==> src/irqidx_defs.svh <==
// Offsets, field positions and reset values of the converter enable and interrupt index registers
`ifndef IRQIDX_DEFS_SVH
`define IRQIDX_DEFS_SVH

// ==========================================================
// Register offsets within a page
`define IRQIDX_GLOBAL_SPAN 8'h10
`define IRQIDX_CONV_EN_OFS 8'h05
`define IRQIDX_HOST_IDX_OFS 8'h06
`define IRQIDX_MCU_IDX_OFS 8'h0A
`define IRQIDX_IDX_BYTES 8'h04
`define IRQIDX_ROUTE_OFS 8'h10
`define IRQIDX_ROUTE_PAGE 2'h0

// ==========================================================
// Reset values
`define IRQIDX_CONV_EN_RST 8'h00
`define IRQIDX_ROUTE_RST 32'hFFFF_77FF
`define IRQIDX_RDATA_RST 8'h00

// ==========================================================
// Field positions
`define IRQIDX_BIT_SMALL_BUCK_A 0
`define IRQIDX_BIT_SMALL_BUCK_B 1
`define IRQIDX_BIT_LARGE_BUCK 2
`define IRQIDX_BIT_SYS_BOOST 3
`define IRQIDX_BIT_BACKLIGHT 4
`define IRQIDX_BIT_SPEAKER 7
`define IRQIDX_BIT_BOTH 15
`define IRQIDX_SPK_FAULT_BIT 4
`define IRQIDX_CONV_FAULT_MSB 3

`endif

==> src/irqidx_pkg.sv <==
// Types shared by the interrupt index and converter enable block
`default_nettype none
package irqidx_pkg;

  typedef logic [31:0] irqidx_map_t;

  typedef enum logic [2:0] {
    IRQIDX_SEL_NONE = 3'b000,
    IRQIDX_SEL_CONV = 3'b001,
    IRQIDX_SEL_HOST = 3'b010,
    IRQIDX_SEL_MCU = 3'b011,
    IRQIDX_SEL_ROUTE = 3'b100
  } irqidx_sel_e;

endpackage

`default_nettype wire

==> src/irqidx_top.sv <==
// Converter enable register, routing mask and host / microcontroller interrupt index views
// ==========================================================
// Behaviour
// - Enable bits switch power stages, reset off
// - Host index is 32-bit read-only, resets zero
// - Microcontroller index follows, read-only, resets zero
// - Index mirrors module flags, holds no state
// - Shared map: pins, switches, reserved bits
// - Both flag acts only in routing
// - Byte 2 timers, alarms, charger sources
// - Regulator fault is OR of eight bits
// - Converter fault is OR of bits 3..0
// - Speaker fault needs bit 4 in both
// - Byte 3 touch, supply, ADC, temperature sources
// - Byte 3 bit 1 is die temperature high
// - Routing mask: 1 internal, 0 external, reset FFFF77FF
// - First 16 offsets global across pages
`timescale 1ns/1ps
`default_nettype none
`include "irqidx_defs.svh"

module irqidx_top
  import irqidx_pkg::*;
(
  // Clock and reset
  input wire logic SYS_CLK,
  input wire logic RST_B,
  // Byte register port
  input wire logic [1:0] REG_PAGE,
  input wire logic [7:0] REG_ADDR,
  input wire logic REG_WR,
  input wire logic [7:0] REG_WDATA,
  input wire logic REG_RD,
  output logic [7:0] REG_RDATA,
  // Pin and switch flags
  input wire logic [9:0] GPIO_PEND,
  input wire logic SHORT_PRESS_SWITCH,
  input wire logic MID_PRESS_SWITCH,
  // Timer, alarm and charger flags
  input wire logic WATCHDOG_PEND,
  input wire logic GENERAL_TIMER_PEND,
  input wire logic CLOCK_ALARM_FIRST,
  input wire logic CLOCK_ALARM_SECOND,
  input wire logic CHARGER_PEND,
  // Fault status registers of other modules
  input wire logic [7:0] REGULATOR_FAULT_FLAGS,
  input wire logic [7:0] CONVERTER_FAULT_FLAGS,
  input wire logic [7:0] SPK_STATUS_A,
  input wire logic [7:0] SPK_STATUS_B,
  // Touch and ADC flags
  input wire logic PEN_DOWN_PEND,
  input wire logic DIE_TEMP_HIGH,
  input wire logic BATTERY_LOW,
  input wire logic VSYS_LOW,
  input wire logic ADC_OTHER_PEND,
  input wire logic BATTERY_XLOW,
  input wire logic DIE_TEMP_XHIGH,
  // Power stage enables
  output logic SMALL_BUCK_A_ON,
  output logic SMALL_BUCK_B_ON,
  output logic LARGE_BUCK_ON,
  output logic SYSTEM_BOOST_ON,
  output logic BACKLIGHT_BOOST_ON,
  output logic SPEAKER_STAGE_ON
);

  // ==========================================================
  // Address decode
  // Page ignored below the global span; routing mask lives on page 0 only
  // Pages 1-3 at the routing offsets answer nothing here
  function automatic irqidx_sel_e decode(input logic [1:0] page, input logic [7:0] addr);
    irqidx_sel_e sel;
    sel = IRQIDX_SEL_NONE;
    if (addr < `IRQIDX_GLOBAL_SPAN) begin
      if (addr == `IRQIDX_CONV_EN_OFS) begin
        sel = IRQIDX_SEL_CONV;
      end else if (addr >= `IRQIDX_HOST_IDX_OFS && addr < `IRQIDX_MCU_IDX_OFS) begin
        sel = IRQIDX_SEL_HOST;
      end else if (addr >= `IRQIDX_MCU_IDX_OFS && addr < (`IRQIDX_MCU_IDX_OFS + `IRQIDX_IDX_BYTES)) begin
        sel = IRQIDX_SEL_MCU;
      end
    end else if (page == `IRQIDX_ROUTE_PAGE && addr >= `IRQIDX_ROUTE_OFS &&
                 addr < (`IRQIDX_ROUTE_OFS + `IRQIDX_IDX_BYTES)) begin
      sel = IRQIDX_SEL_ROUTE;
    end
    return sel;
  endfunction

  // Picks byte n of a word, lowest address holding byte 0
  function automatic logic [7:0] pick_byte(input irqidx_map_t word, input logic [1:0] n);
    return word[{n, 3'b000} +: 8];
  endfunction

  // Byte number inside a four-byte word, counted from its base offset
  function automatic logic [1:0] index_byte(input logic [7:0] addr, input logic [7:0] base);
    logic [7:0] ofs;
    ofs = addr - base;
    return ofs[1:0];
  endfunction

  // Routes the shared map to one side; the both flag opens both
  function automatic irqidx_map_t route_view(input irqidx_map_t src, input irqidx_map_t msk, input logic to_mcu);
    irqidx_map_t allow;
    allow = to_mcu ? msk : ~msk;
    allow = allow | {32{msk[`IRQIDX_BIT_BOTH]}};
    allow[`IRQIDX_BIT_BOTH] = 1'b0;
    return src & allow;
  endfunction

  // ==========================================================
  // Source map, purely combinational
  irqidx_map_t src_map;
  irqidx_map_t host_view;
  irqidx_map_t mcu_view;
  irqidx_map_t route_reg;
  irqidx_map_t route_next;
  logic [7:0] conv_en_reg;
  logic [7:0] conv_en_next;
  logic [7:0] rdata_reg;
  logic [7:0] rdata_next;
  irqidx_sel_e acc_sel;
  logic [1:0] byte_n;

  // No flops here: clearing happens in the owning module
  always_comb begin
    // Reserved positions 0, 11, 13, 15 and 31 keep the zero default
    src_map = '0;
    src_map[7:1] = GPIO_PEND[6:0];
    src_map[10:8] = GPIO_PEND[9:7];
    src_map[12] = SHORT_PRESS_SWITCH;
    src_map[14] = MID_PRESS_SWITCH;
    src_map[16] = WATCHDOG_PEND;
    src_map[17] = GENERAL_TIMER_PEND;
    src_map[18] = CLOCK_ALARM_FIRST;
    src_map[19] = CLOCK_ALARM_SECOND;
    src_map[20] = |REGULATOR_FAULT_FLAGS;
    src_map[21] = |CONVERTER_FAULT_FLAGS[`IRQIDX_CONV_FAULT_MSB:0];
    src_map[22] = CHARGER_PEND;
    src_map[23] = SPK_STATUS_A[`IRQIDX_SPK_FAULT_BIT] & SPK_STATUS_B[`IRQIDX_SPK_FAULT_BIT];
    src_map[24] = PEN_DOWN_PEND;
    src_map[25] = DIE_TEMP_HIGH;
    src_map[26] = BATTERY_LOW;
    src_map[27] = VSYS_LOW;
    src_map[28] = ADC_OTHER_PEND;
    src_map[29] = BATTERY_XLOW;
    src_map[30] = DIE_TEMP_XHIGH;
  end

  // ==========================================================
  // Routing split into the two views
  // Views are live: a four-byte read may straddle a flag change
  always_comb begin
    host_view = route_view(src_map, route_reg, 1'b0);
    mcu_view = route_view(src_map, route_reg, 1'b1);
  end

  // ==========================================================
  // Register next values
  always_comb begin
    acc_sel = decode(REG_PAGE, REG_ADDR);
    conv_en_next = conv_en_reg;
    route_next = route_reg;
    rdata_next = rdata_reg;
    byte_n = 2'b00;
    case (acc_sel)
      IRQIDX_SEL_HOST: byte_n = index_byte(REG_ADDR, `IRQIDX_HOST_IDX_OFS);
      IRQIDX_SEL_MCU: byte_n = index_byte(REG_ADDR, `IRQIDX_MCU_IDX_OFS);
      IRQIDX_SEL_ROUTE: byte_n = index_byte(REG_ADDR, `IRQIDX_ROUTE_OFS);
      default: byte_n = 2'b00;
    endcase
    // Index views take no write at all; mask takes byte writes
    if (REG_WR) begin
      case (acc_sel)
        IRQIDX_SEL_CONV: conv_en_next = REG_WDATA;
        IRQIDX_SEL_ROUTE: route_next[{byte_n, 3'b000} +: 8] = REG_WDATA;
        default: route_next = route_reg;
      endcase
    end
    // Read and write in one cycle: the read returns the old value
    if (REG_RD) begin
      case (acc_sel)
        IRQIDX_SEL_CONV: rdata_next = conv_en_reg;
        IRQIDX_SEL_HOST: rdata_next = pick_byte(host_view, byte_n);
        IRQIDX_SEL_MCU: rdata_next = pick_byte(mcu_view, byte_n);
        IRQIDX_SEL_ROUTE: rdata_next = pick_byte(route_reg, byte_n);
        default: rdata_next = 8'h00;
      endcase
    end
  end

  // Synchronous reset; first access allowed at the first edge after release
  // Reserved enable bits 6:5 are stored so software reads what it wrote
  always_ff @(posedge SYS_CLK) begin
    if (!RST_B) begin
      conv_en_reg <= `IRQIDX_CONV_EN_RST;
      route_reg <= `IRQIDX_ROUTE_RST;
      rdata_reg <= `IRQIDX_RDATA_RST;
    end else begin
      conv_en_reg <= conv_en_next;
      route_reg <= route_next;
      rdata_reg <= rdata_next;
    end
  end

  // ==========================================================
  // Outputs
  // Enables come straight from the register flops, no decode glitch
  always_comb begin
    REG_RDATA = rdata_reg;
    SMALL_BUCK_A_ON = conv_en_reg[`IRQIDX_BIT_SMALL_BUCK_A];
    SMALL_BUCK_B_ON = conv_en_reg[`IRQIDX_BIT_SMALL_BUCK_B];
    LARGE_BUCK_ON = conv_en_reg[`IRQIDX_BIT_LARGE_BUCK];
    SYSTEM_BOOST_ON = conv_en_reg[`IRQIDX_BIT_SYS_BOOST];
    BACKLIGHT_BOOST_ON = conv_en_reg[`IRQIDX_BIT_BACKLIGHT];
    SPEAKER_STAGE_ON = conv_en_reg[`IRQIDX_BIT_SPEAKER];
  end

endmodule

`default_nettype wire

==> config.mk <==
export PLATFORM = sky130hd
export DESIGN_NAME = irqidx_top
export DESIGN_NICKNAME = d
export VERILOG_FILES = /design/src/irqidx_pkg.sv /design/src/irqidx_top.sv
export VERILOG_INCLUDE_DIRS = /design/src
export SDC_FILE = /design/constraint.sdc
export NUM_CORES = 1
export LEC_CHECK = 0
export BUFFER_PORTS_ARGS = -buffer_cell sky130_fd_sc_hd__buf_2
export CORE_UTILIZATION = 55
export CTS_BUF_LIST = sky130_fd_sc_hd__clkbuf_8
export DETAILED_ROUTE_END_ITERATION = 7
export GPL_TIMING_DRIVEN = 0
export PLACE_DENSITY = 0.89
export SLEW_MARGIN = 15
export SYNTH_ARGS = -nofsm -noshare
export SYNTH_HDL_FRONTEND = slang
export SYNTH_SLANG_ARGS = --single-unit
==> constraint.sdc <==
create_clock -name SYS_CLK -period 5 [get_ports SYS_CLK]
set_input_delay 1 -clock SYS_CLK [delete_from_list [all_inputs] [get_ports SYS_CLK]]
set_output_delay 1 -clock SYS_CLK [all_outputs]
set_load 0.1 [all_outputs]
==> metrics.txt, run 1 <==
Final setup viols 0; H-tree depth 2; DR WL/cell approximately 19 um; CP endpoint kind register; Hold Crit Class register to register; Syn Nets roughly 540; combinational share of power about 16%; top_reg_cell synth dfxtp_1; Multi-input gate area 0.00213 mm^2; DR vias/cell 6.58; clock tree sinks between 40 and 50; arrival time at the worst endpoint 3.96 ns; Largest register FFs 32; Max Clk Rate about 0.27 GHz; Mapped Cells between 400 and 500; core box area between 0.005 and 0.006 mm^2; Synth Area in XOR/XNOR less than 1%; Fill cells 488; DRC viols 0; post-route setup TNS 0 ns; Mean Syn Cell Area 7.14 um^2; post-synthesis mux area share ~3.2%; total number of vias between 3000 and 4000; cell taking the most area after synthesis dfxtp_1; Slew Viols, Final 0; leakage power around 1.6 nW; most frequent cell after synthesis nand2_1; crit-path max FO 8; Yosys reg bits 48; Die Span X approximately 79 um; cell area power density 217 mW/mm^2; CTS Hold Bufs 0; Setup Buffers After CTS 0; Post-CTS Resized 0; clk slew on worst S/H paths approximately 0.090 ns; largest net degree at the start of global routing 16; DP HPWL around 8500 um; Final nets between 600 and 700; Post-synth EDFFs 0; Inst Count DP between 500 and 600; Worst-Skew Late Latency about 0.31 ns; starting DRC count in detailed routing about 590; vias in the first global route ~3500; die area 0.00618 mm^2; layout cells sized above 1 18.3%; die span in y 78.6 um; ys async rst share 0%; first-pass GRT wire length between 15000 and 20000 um; Rows 27; largest family of logic cells by synthesized area simple AND/OR/NAND/NOR gates; IO Pins between 90 and 100; synth cell count leaders 113 x nand2_1, 48 x dfxtp_1, 45 x nand3_1; Register Area 961 um^2; WHS between 0.5 and 0.6 ns; Post-Synth Simple-Gate Area a little under a third; crit share post-route around 75%; Synth top area share slightly below 30%; critical path launch point type primary input; max-cap violations 0; skew final 0.0100 ns; Net Sw Frac roughly 28%; DR pass1 iterations 7; Tightest Pin Transition 0.999 ns; YS warnings 0; CTS tree yes; Sw Pwr 0.000228 W; All-Layer GR Usage between 30% and 40%; CTS Buf Count 5; Routed WL 11300 um; post-route minimum period 3.73 ns; status completed; Port Buffers between 60 and 70; Flop pwr share 47.1%; clock buffer depth 2; Cell variety after synth just over 60; Slew headroom roughly 32%; fin cells 601; part of the power in the clock network 36.5%; Final Hold Viols 0; CTS Root Cell clkbuf_8; starting density of the core around 58%; Synth Cell Area approximately 0.0032 mm^2; Internal Dissipation just under 0.0006 W; post-synthesis sequential area ratio slightly below 30%; GP Congestion between 0.9 and 1; P&R area growth vs syn 17.2%; Final ANT Viol Nets 0; CP required 5.24 ns; GRT Residual Overflow 0; largest cells by area after synthesis dfxtp_1 30%, nand2_1 13%, nand3_1 7.0%, o21ai_0 5.3%, a21oi_1 3.6%; Adder-Cell Fraction of Synth Area 1.94%; Peak VDD IR between 0.0002 and 0.00025 V; initial antenna violation count 0; Antenna Cells 0; RSZ-0062 raised after global routing false; crit path kind primary input to register; Synth Area in Compound Gates a little under 30%
-- kinds of logic (layout without fill, tap and decap cells) --
family	count (synthesis)	after routing
buffers and inverters	33	110
XOR/XNOR	2	2
AO/OA/AOI/OAI	142	142
flip-flops	48	48
adder cells (fa/ha/maj)	5	5
AND/OR/NAND/NOR	212	212
multiplexers	10	10
-- power by group through the flow --
stage / clock network (W) / registers [W] / logic [W]
6_report: 0.000300 / 0.000386 / 0.000134
3_3_place_gp: 0 / 0.000395 / 0.000128
4_1_cts: 0.000301 / 0.000386 / 0.000131
5_1_grt: 0.000317 / 0.000387 / 0.000142
2_1_floorplan: 0 / 0.000415 / 0.0000597
3_5_place_dp: 0 / 0.000395 / 0.000130
-- worst max-delay path: stages --
cell and delay [ns]:
buf_2 0.14, nor2b_1 0.33, a32oi_1 0.30, nor2_1 0.59, inv_1 0.27, ha_1 0.31
nor2_1 0.11, nand2_1 0.10, nor3_2 0.51, a22oi_1 0.13, nor2b_1 0.17
-- worst paths after layout --
check                                    start              to  slack, ns  cells after the start
worst min register to register  conv_en_reg[5]  conv_en_reg[5]       0.50                      2
worst max register to register   route_reg[15]    REG_RDATA[4]       2.92                      7
worst max-delay path               REG_ADDR[4]   route_reg[15]       1.27                     11
worst min-delay path            conv_en_reg[5]  conv_en_reg[5]       0.50                      2
-- layout make-up --
| class | instances | area share (%) |
|---|---|---|
| well taps | 72 | 2.38 |
| repair buffers | 69 | 9.12 |
| inverters | 5 | 0.496 |
| clock buffers | 6 | 2.18 |
| multi-input cells | 371 | 56.3 |
| clock inverters | 2 | 1.02 |
| flip-flops and latches | 48 | 25.4 |
| plain buffers | 28 | 3.11 |
-- per-stage QoR --
step	instance area (um^2)	utilization, %	setup slack (ns)	total power, W
final	3780	67.9	1.27	0.000820
after global routing	3780	67.9	1.13	0.000846
after CTS	3780	67.9	1.38	0.000818
after global placement	3660	65.7	1.14	0.000523
after floorplan	3230	-	1.86	0.000475
after detailed placement	3660	65.7	1.09	0.000526
-- per-layer routing --
metal / vias up / GRT usage [%] / wire (um)
li1: 1820 / - / -
met1: 1789 / 47.7 / 4450
met2: 296 / 57.3 / 5000
met3: 48 / 8.84 / 1430
met4: 0 / 17.4 / 450
met5: - / 0 / 0
-- cell usage in the layout (no fill, tap or decap), types with 2 or more instances in the layout --
cell type and n:
inv_1 4, nor4_1 4, a21boi_1 3, a21oi_1 23, a211oi_1 3, buf_2 73
a21boi_0 10, a311oi_1 4, o21ai_0 34, nand3_1 45, a22oi_1 4, nor4b_1 2
a22o_1 4, dfxtp_1 48, o221ai_1 4, a21o_1 2, a221oi_1 4, clkbuf_8 6
a32oi_1 2, ha_1 5, a221o_1 3, and2_1 2, o21ai_1 3, a31oi_1 8
nand2b_1 4, nor2b_1 6, nor2_1 18, o211ai_1 10, nor3_2 6, o22ai_1 7
and3_1 2, clkbuf_1 23, nand2_1 113, mux2i_1 8, mux2_2 2, nand4_1 2
(Power assumes the default switching activity.)
==> run 2, diff against run 1 <==
Settings changed: ABC_AREA set to 1, PLACE_DENSITY 0.89 to 0.87.
Clock period 5 ns to 3.8 ns, I/O delays scaled along.
==> run 2 against run 1 <==
Net effect:
- critical endpoint is now route_reg[13]
- flip-flop and latch count stayed put
- final cell count up 20%
- first-iteration DRC count shrank 11%
- design area up 10%
- die area increased by 11%
- largest cell class unchanged
- critical path depth increased by 3
- largest power group unchanged
- highest routed layer unchanged
- total power is 33% higher
- combinational power increased by 33%
- clock power grew 32%
==> metrics.txt, run 2 <==
Crit Reg-Reg Startpoint route_reg[15] (unchanged); fin cells 722 (was 601); max-cap violations 0 (unchanged); R2R setup slack 2.04 ns (was 2.92 ns); CP endpoint kind register (unchanged); starting density of the core 56.7% (was 57.9%); RSZ-0062 raised after global routing false (unchanged); Rows 29 (was 27); crit-path max FO 10 (was 8); clock buffer depth 2 (unchanged); Place WS 0.617 ns (was 1.09 ns); status completed (unchanged); largest cells by area after synthesis dfxtp_1 27%, nand2_1 16%, nand3_1 15%, o21ai_0 5.6%, o211ai_1 5.2% (was dfxtp_1 30%, nand2_1 13%, nand3_1 7.0%, o21ai_0 5.3%, a21oi_1 3.6%); largest net degree at the start of global routing 15 (was 16); commonest non-fill, non-tap cell in the layout nand2_1 (unchanged); Post-Synth Simple-Gate Area 42.0% (was 30.6%); CTS Buf Count 5 (unchanged); Largest register FFs 32 (unchanged); GRT Residual Overflow 0 (unchanged); leakage power 2.10 nW (was 1.65 nW); post-synthesis sequential area ratio 26.9% (was 29.8%); Max Clk Rate ~0.35 GHz; Synth top area share 26.9% (was 29.8%); Worst-Skew Late Latency 0.31 ns (about the same); starting DRC count in detailed routing 525 (was 589); Tightest Pin Transition 0.627 ns (was 0.999 ns); die area 0.00683 mm^2 (was 0.00618 mm^2); Final ANT Viol Nets 0 (unchanged); Synth Area in Compound Gates 19.2% (was 29.8%); core box area 0.00631 mm^2 (was 0.00557 mm^2); Post-CTS Resized 0 (unchanged); Mean Syn Cell Area 6.34 um^2 (was 7.14 um^2); clock tree sinks 48 (unchanged); worst reg2reg path depth 10 (was 7); Synth Cell Area 0.00358 mm^2 (was 0.00323 mm^2); Final Hold Viols 0 (unchanged); Yosys reg bits 48 (unchanged); initial antenna violation count 0 (unchanged); critical path launch point type primary input (unchanged); CP required 4.02 ns (was 5.24 ns); Die Span X 82.6 um (was 78.6 um); Port Buffers 73 (was 69); Final setup viols 0 (unchanged); Setup crit end route_reg[13] (was route_reg[15]); layout cells sized above 1 20.3% (was 18.3%); most frequent cell after synthesis nand2_1 (unchanged); Final nets 727 (was 611); Routed WL 11200 um (was 11300 um); DR WL/cell 15.6 um (was 18.8 um); crit share post-route about three quarters; ys async rst share 0% (unchanged); CTS tree yes (unchanged); Slew headroom 57.8% (was 32.5%); YS warnings 0 (unchanged); Antenna Cells 0 (unchanged); Mapped Cells 564 (was 452); Synth Area in XOR/XNOR 0% (was 0.543%); H-tree depth 2 (unchanged); first-pass GRT wire length 17400 um (was 17500 um); Syn Nets 647 (was 535); arrival time at the worst endpoint 3.11 ns (was 3.96 ns); cell area power density 261 mW/mm^2 (was 217 mW/mm^2); DR vias/cell 6.00 (was 6.58); r2r endpoint REG_RDATA[3] (was REG_RDATA[4]); CP startpoint REG_ADDR[3] (was REG_ADDR[4]); All-Layer GR Usage 33.9% (was 36.9%); IO Pins 92 (unchanged); synth cell count leaders 148 x nand2_1, 105 x nand3_1, 48 x dfxtp_1 (was 113 x nand2_1, 48 x dfxtp_1, 45 x nand3_1); post-route minimum period 2.88 ns; DP HPWL 8540 um (was 8500 um); Hold Crit Class register to register (unchanged); post-synthesis mux area share 0% (was 3.18%); cell taking the most area after synthesis dfxtp_1 (unchanged); Post-synth EDFFs 0 (unchanged); die span in y 82.6 um (was 78.6 um); skew final 0.00800 ns (was 0.0100 ns); Cell variety after synth 34 (was 61); top_reg_cell synth dfxtp_1 (unchanged); P&R area growth vs syn 16.4% (was 17.2%); largest family of logic cells by synthesized area simple AND/OR/NAND/NOR gates (unchanged); GP Congestion 0.947 (was 0.990); vias in the first global route 3848 (was 3501); core occupancy in the finished layout 66.0% (was 67.9%); crit path kind primary input to register (unchanged); total number of vias 4330 (was 3953); Peak VDD IR 0.000338 V (was 0.000228 V); Adder-Cell Fraction of Synth Area 1.75% (was 1.94%); most frequent cells in the layout 148 x nand2_1, 105 x nand3_1, 79 x buf_2 (was 113 x nand2_1, 73 x buf_2, 48 x dfxtp_1); Inst Count DP 714 (was 593); Slew Viols, Final 0 (unchanged); fin worst setup slack 0.916 ns (was 1.27 ns); DR pass1 iterations 5 (was 7); clk slew on worst S/H paths 0.08 ns (was 0.09 ns); DRC viols 0 (unchanged); Fill cells 579 (was 488); Hold Crit Depth 2 (unchanged); post-route setup TNS 0 ns (unchanged); Setup Buffers After CTS 0 (unchanged); CTS Hold Bufs 0 (unchanged); CTS Root Cell clkbuf_8 (unchanged)
-- run 2: cell count changes in the layout (fill, tap and decap cells not counted), moves of 7 or more --
cell,delta
buf_6,+7
o22ai_1,-7
nand3_1,+60
mux2i_1,-8
clkbuf_1,-15
o211ai_1,+15
nand2_1,+35
nor2_1,+17
a21boi_0,-10
inv_1,+38
o21a_1,+12
a21oi_1,+11
a31oi_1,-8
-- run 2: power breakdown --
part | leakage (nW) | total, W | switching, W | internal (W)
Combinational | 1.64 | 0.000178 | 0.000122 | 0.0000559
Sequential | 0.389 | 0.000511 | 0.00000340 | 0.000508
Clock | 0.0645 | 0.000397 | 0.000165 | 0.000232
-- run 2: critical path, cell delays in order --
cell,delay (ns)
buf_2,0.13
nor2_1,0.12
nor2_1,0.06
nor2_2,0.31
and2_1,0.20
buf_6,0.16
nand2_4,0.06
nand2_4,0.10
inv_2,0.09
ha_1,0.20
inv_1,0.18
buf_1,0.34
nand3_1,0.19
o211ai_1,0.20
-- run 2: per-stage QoR --
stage                     hold slack, ns  instance area, um^2  total power, W
after global placement             0.436                 4040        0.000694
after global routing               0.471                 4170         0.00112
final                              0.459                 4170         0.00109
after floorplan                    0.425                 3580        0.000631
after CTS                          0.454                 4170         0.00109
after detailed placement           0.441                 4040        0.000699
-- run 2: area by class of cell --
cell class                 count  area [um^2]  area share, %
buffer                        26          173           4.15
timing repair buffer          73          365           8.77
clock inverter                 1         30.0          0.721
sequential                    48          961           23.1
multi-input combinational    439         2250           54.0
tap                           77         96.3           2.31
clock buffer                   7         96.3           2.31
inverter                      51          193           4.63
-- run 2: metal layers --
| metal | up-vias | routed length [um] | GRT usage, % |
|---|---|---|---|
| li1 | 2063 | - | - |
| met4 | 0 | 395 | 19.5 |
| met1 | 1957 | 4580 | 42.5 |
| met2 | 270 | 5130 | 55.4 |
| met3 | 40 | 1140 | 4.84 |
| met5 | - | 0 | 0 |
-- run 2: how the worst min path moves through the flow --
stage,end,start
final,conv_en_reg[6],conv_en_reg[6]
after global routing,conv_en_reg[6],conv_en_reg[6]
after CTS,conv_en_reg[6],conv_en_reg[6]
after detailed placement,conv_en_reg[6],conv_en_reg[6]
after global placement,conv_en_reg[6],conv_en_reg[6]
after floorplan,conv_en_reg[5],conv_en_reg[5]
-- run 2: kinds of logic after synthesis --
kind of cell             count (synthesis)
flip-flops                              48
AO/OA/AOI/OAI                          116
adder cells (fa/ha/maj)                  5
buffers and inverters                   77
AND/OR/NAND/NOR                        318
==> run 3, diff against run 2 <==
Clock period 3.8 ns to 2.9 ns, I/O delays scaled along.
==> run 3 against run 2 <==
Net effect:
- first-iteration DRC count fell by 18%
- setup slack lost 0.71 ns
- die area did not move
- clock power grew 31%
- routed wire length is 0.30% lower
- core utilization decreased by 0.059 points
- critical path depth stayed put
- critical path type unchanged
- critical endpoint is now route_reg[22]
- highest routed layer unchanged
==> metrics.txt, run 3 (synthesis results as in run 2) <==
status completed (unchanged); crit share post-route 93.0%; Slew Viols, Final 0 (unchanged); Largest register FFs 32 (unchanged); most frequent cells in the layout 148 x nand2_1, 105 x nand3_1, 79 x buf_2 (unchanged); Max Clk Rate 0.371 GHz; post-route setup TNS 0 ns (unchanged); skew final 0.00754 ns (was 0.00800 ns); core occupancy in the finished layout 65.9% (was 66.0%); total number of vias 4362 (was 4330); clock tree sinks 48 (unchanged); max-cap violations 0 (unchanged); Antenna Cells 0 (unchanged); Final setup viols 0 (unchanged); RSZ-0062 raised after global routing false (unchanged); clock buffer depth 2 (unchanged); DRC viols 0 (unchanged); Routed WL 11200 um (about the same); starting density of the core 56.7% (unchanged); P&R area growth vs syn 16.3% (was 16.4%); CTS Root Cell clkbuf_8 (unchanged); post-route minimum period ~2.7 ns; CP endpoint kind register (unchanged); Fill cells 581 (was 579); layout cells sized above 1 20.3% (about the same); CTS Buf Count 5 (unchanged); crit-path max FO 11 (was 10); commonest non-fill, non-tap cell in the layout nand2_1 (unchanged); core box area 0.00631 mm^2 (unchanged); die span in y 82.6 um (unchanged); Final ANT Viol Nets 0 (unchanged); largest net degree at the start of global routing 15 (unchanged); CTS Hold Bufs 0 (unchanged); Die Span X 82.6 um (unchanged); IO Pins 92 (unchanged); DP HPWL 8540 um (unchanged); Register Area 961 um^2 (unchanged); arrival time at the worst endpoint 2.92 ns (was 3.11 ns); H-tree depth 2 (unchanged); crit path kind primary input to register (unchanged); CP required 3.12 ns (was 4.02 ns); clk slew on worst S/H paths 0.08 ns (about the same); WHS 0.460 ns (was 0.459 ns); starting DRC count in detailed routing 433 (was 525); Slew headroom 59.9% (was 57.8%); post-route cell area 0.00416 mm^2 (was 0.00417 mm^2); DR WL/cell 15.6 um (about the same); critical path launch point type primary input (unchanged); initial antenna violation count 0 (unchanged); leakage power 2.09 nW (was 2.10 nW); Tightest Pin Transition 0.596 ns (was 0.627 ns); Multi-input gate area 0.00225 mm^2 (unchanged); All-Layer GR Usage 33.9% (unchanged); first-pass GRT wire length 17400 um (unchanged); R2R setup slack 1.15 ns (was 2.04 ns); Rows 29 (unchanged); Port Buffers 73 (unchanged); DR pass1 iterations 6 (was 5); Hold Crit Class register to register (unchanged); GRT Residual Overflow 0 (unchanged); Cell Area, Placed 0.00404 mm^2 (unchanged); Peak VDD IR 0.000441 V (was 0.000338 V); CTS tree yes (unchanged); Final nets 726 (was 727); Final Hold Viols 0 (unchanged); DR vias/cell 6.05 (was 6.00); cell area power density 342 mW/mm^2 (was 261 mW/mm^2); die area 0.00683 mm^2 (unchanged); fin cells 721 (was 722); vias in the first global route 3848 (unchanged); GP Congestion 0.947 (unchanged); Inst Count DP 714 (unchanged); Worst-Skew Late Latency 0.30 ns (was 0.31 ns)
==> run 3: changes by cell type in the layout (fill, tap and decap cells not counted), sizes merged <==
cell  change
buf       -1
==> run 3: per-layer routing <==
layer,global-route usage [%],part of all wire [%]
met1,42.5,40
met2,55.4,46
met3,4.84,11
met4,19.5,3.5
met5,0,0
==> run 3: layout make-up <==
| type | count | share of cell area [%] |
|---|---|---|
| clock inverter | 1 | 0.722 |
| buffer | 25 | 4.06 |
| sequential | 48 | 23.1 |
| timing repair buffer | 73 | 8.78 |
| tap | 77 | 2.32 |
| clock buffer | 7 | 2.32 |
| multi-input combinational | 439 | 54.1 |
| inverter | 51 | 4.63 |
==> run 3: stage by stage <==
| stage | power (W) | setup slack, ns |
|---|---|---|
| 2_1_floorplan | 0.000827 | 0.501 |
| 3_3_place_gp | 0.000909 | 0.0239 |
| 3_5_place_dp | 0.000915 | -0.103 |
| 4_1_cts | 0.00142 | 0.219 |
| 5_1_grt | 0.00147 | 0.0194 |
| 6_report | 0.00142 | 0.203 |
==> run 3: what timing repair did <==
item	4_1_cts	5_1_grt
endpoints found under the setup margin	0	4
resized for setup	0	0
endpoints found under the hold margin	0	0
setup buffers	0	0
==> run 3: worst max-delay path, cell delays in order <==
cell and delay [ns]:
buf_2 0.13, nor2_1 0.12, nor2_1 0.06, nor2_2 0.31
and2_1 0.20, buf_6 0.16, nand2_4 0.06, nand2_4 0.10
buf_6 0.17, ha_1 0.15, inv_1 0.07, nor2_1 0.16
nand4_1 0.33, o211ai_1 0.30
==> run 3: worst paths after layout <==
path	startpoint	to	cells after the start
setup reg to reg	route_reg[15]	REG_RDATA[3]	10
hold / removal	conv_en_reg[6]	conv_en_reg[6]	2
setup / recovery	REG_ADDR[3]	route_reg[22]	14
hold reg to reg	conv_en_reg[6]	conv_en_reg[6]	2
==> run 3: where the power goes <==
group          total [W]  switching (W)  internal (W)
Sequential      0.000670     0.00000449      0.000666
Combinational   0.000233       0.000160     0.0000730
Clock           0.000519       0.000215      0.000304
Total            0.00142       0.000380       0.00104
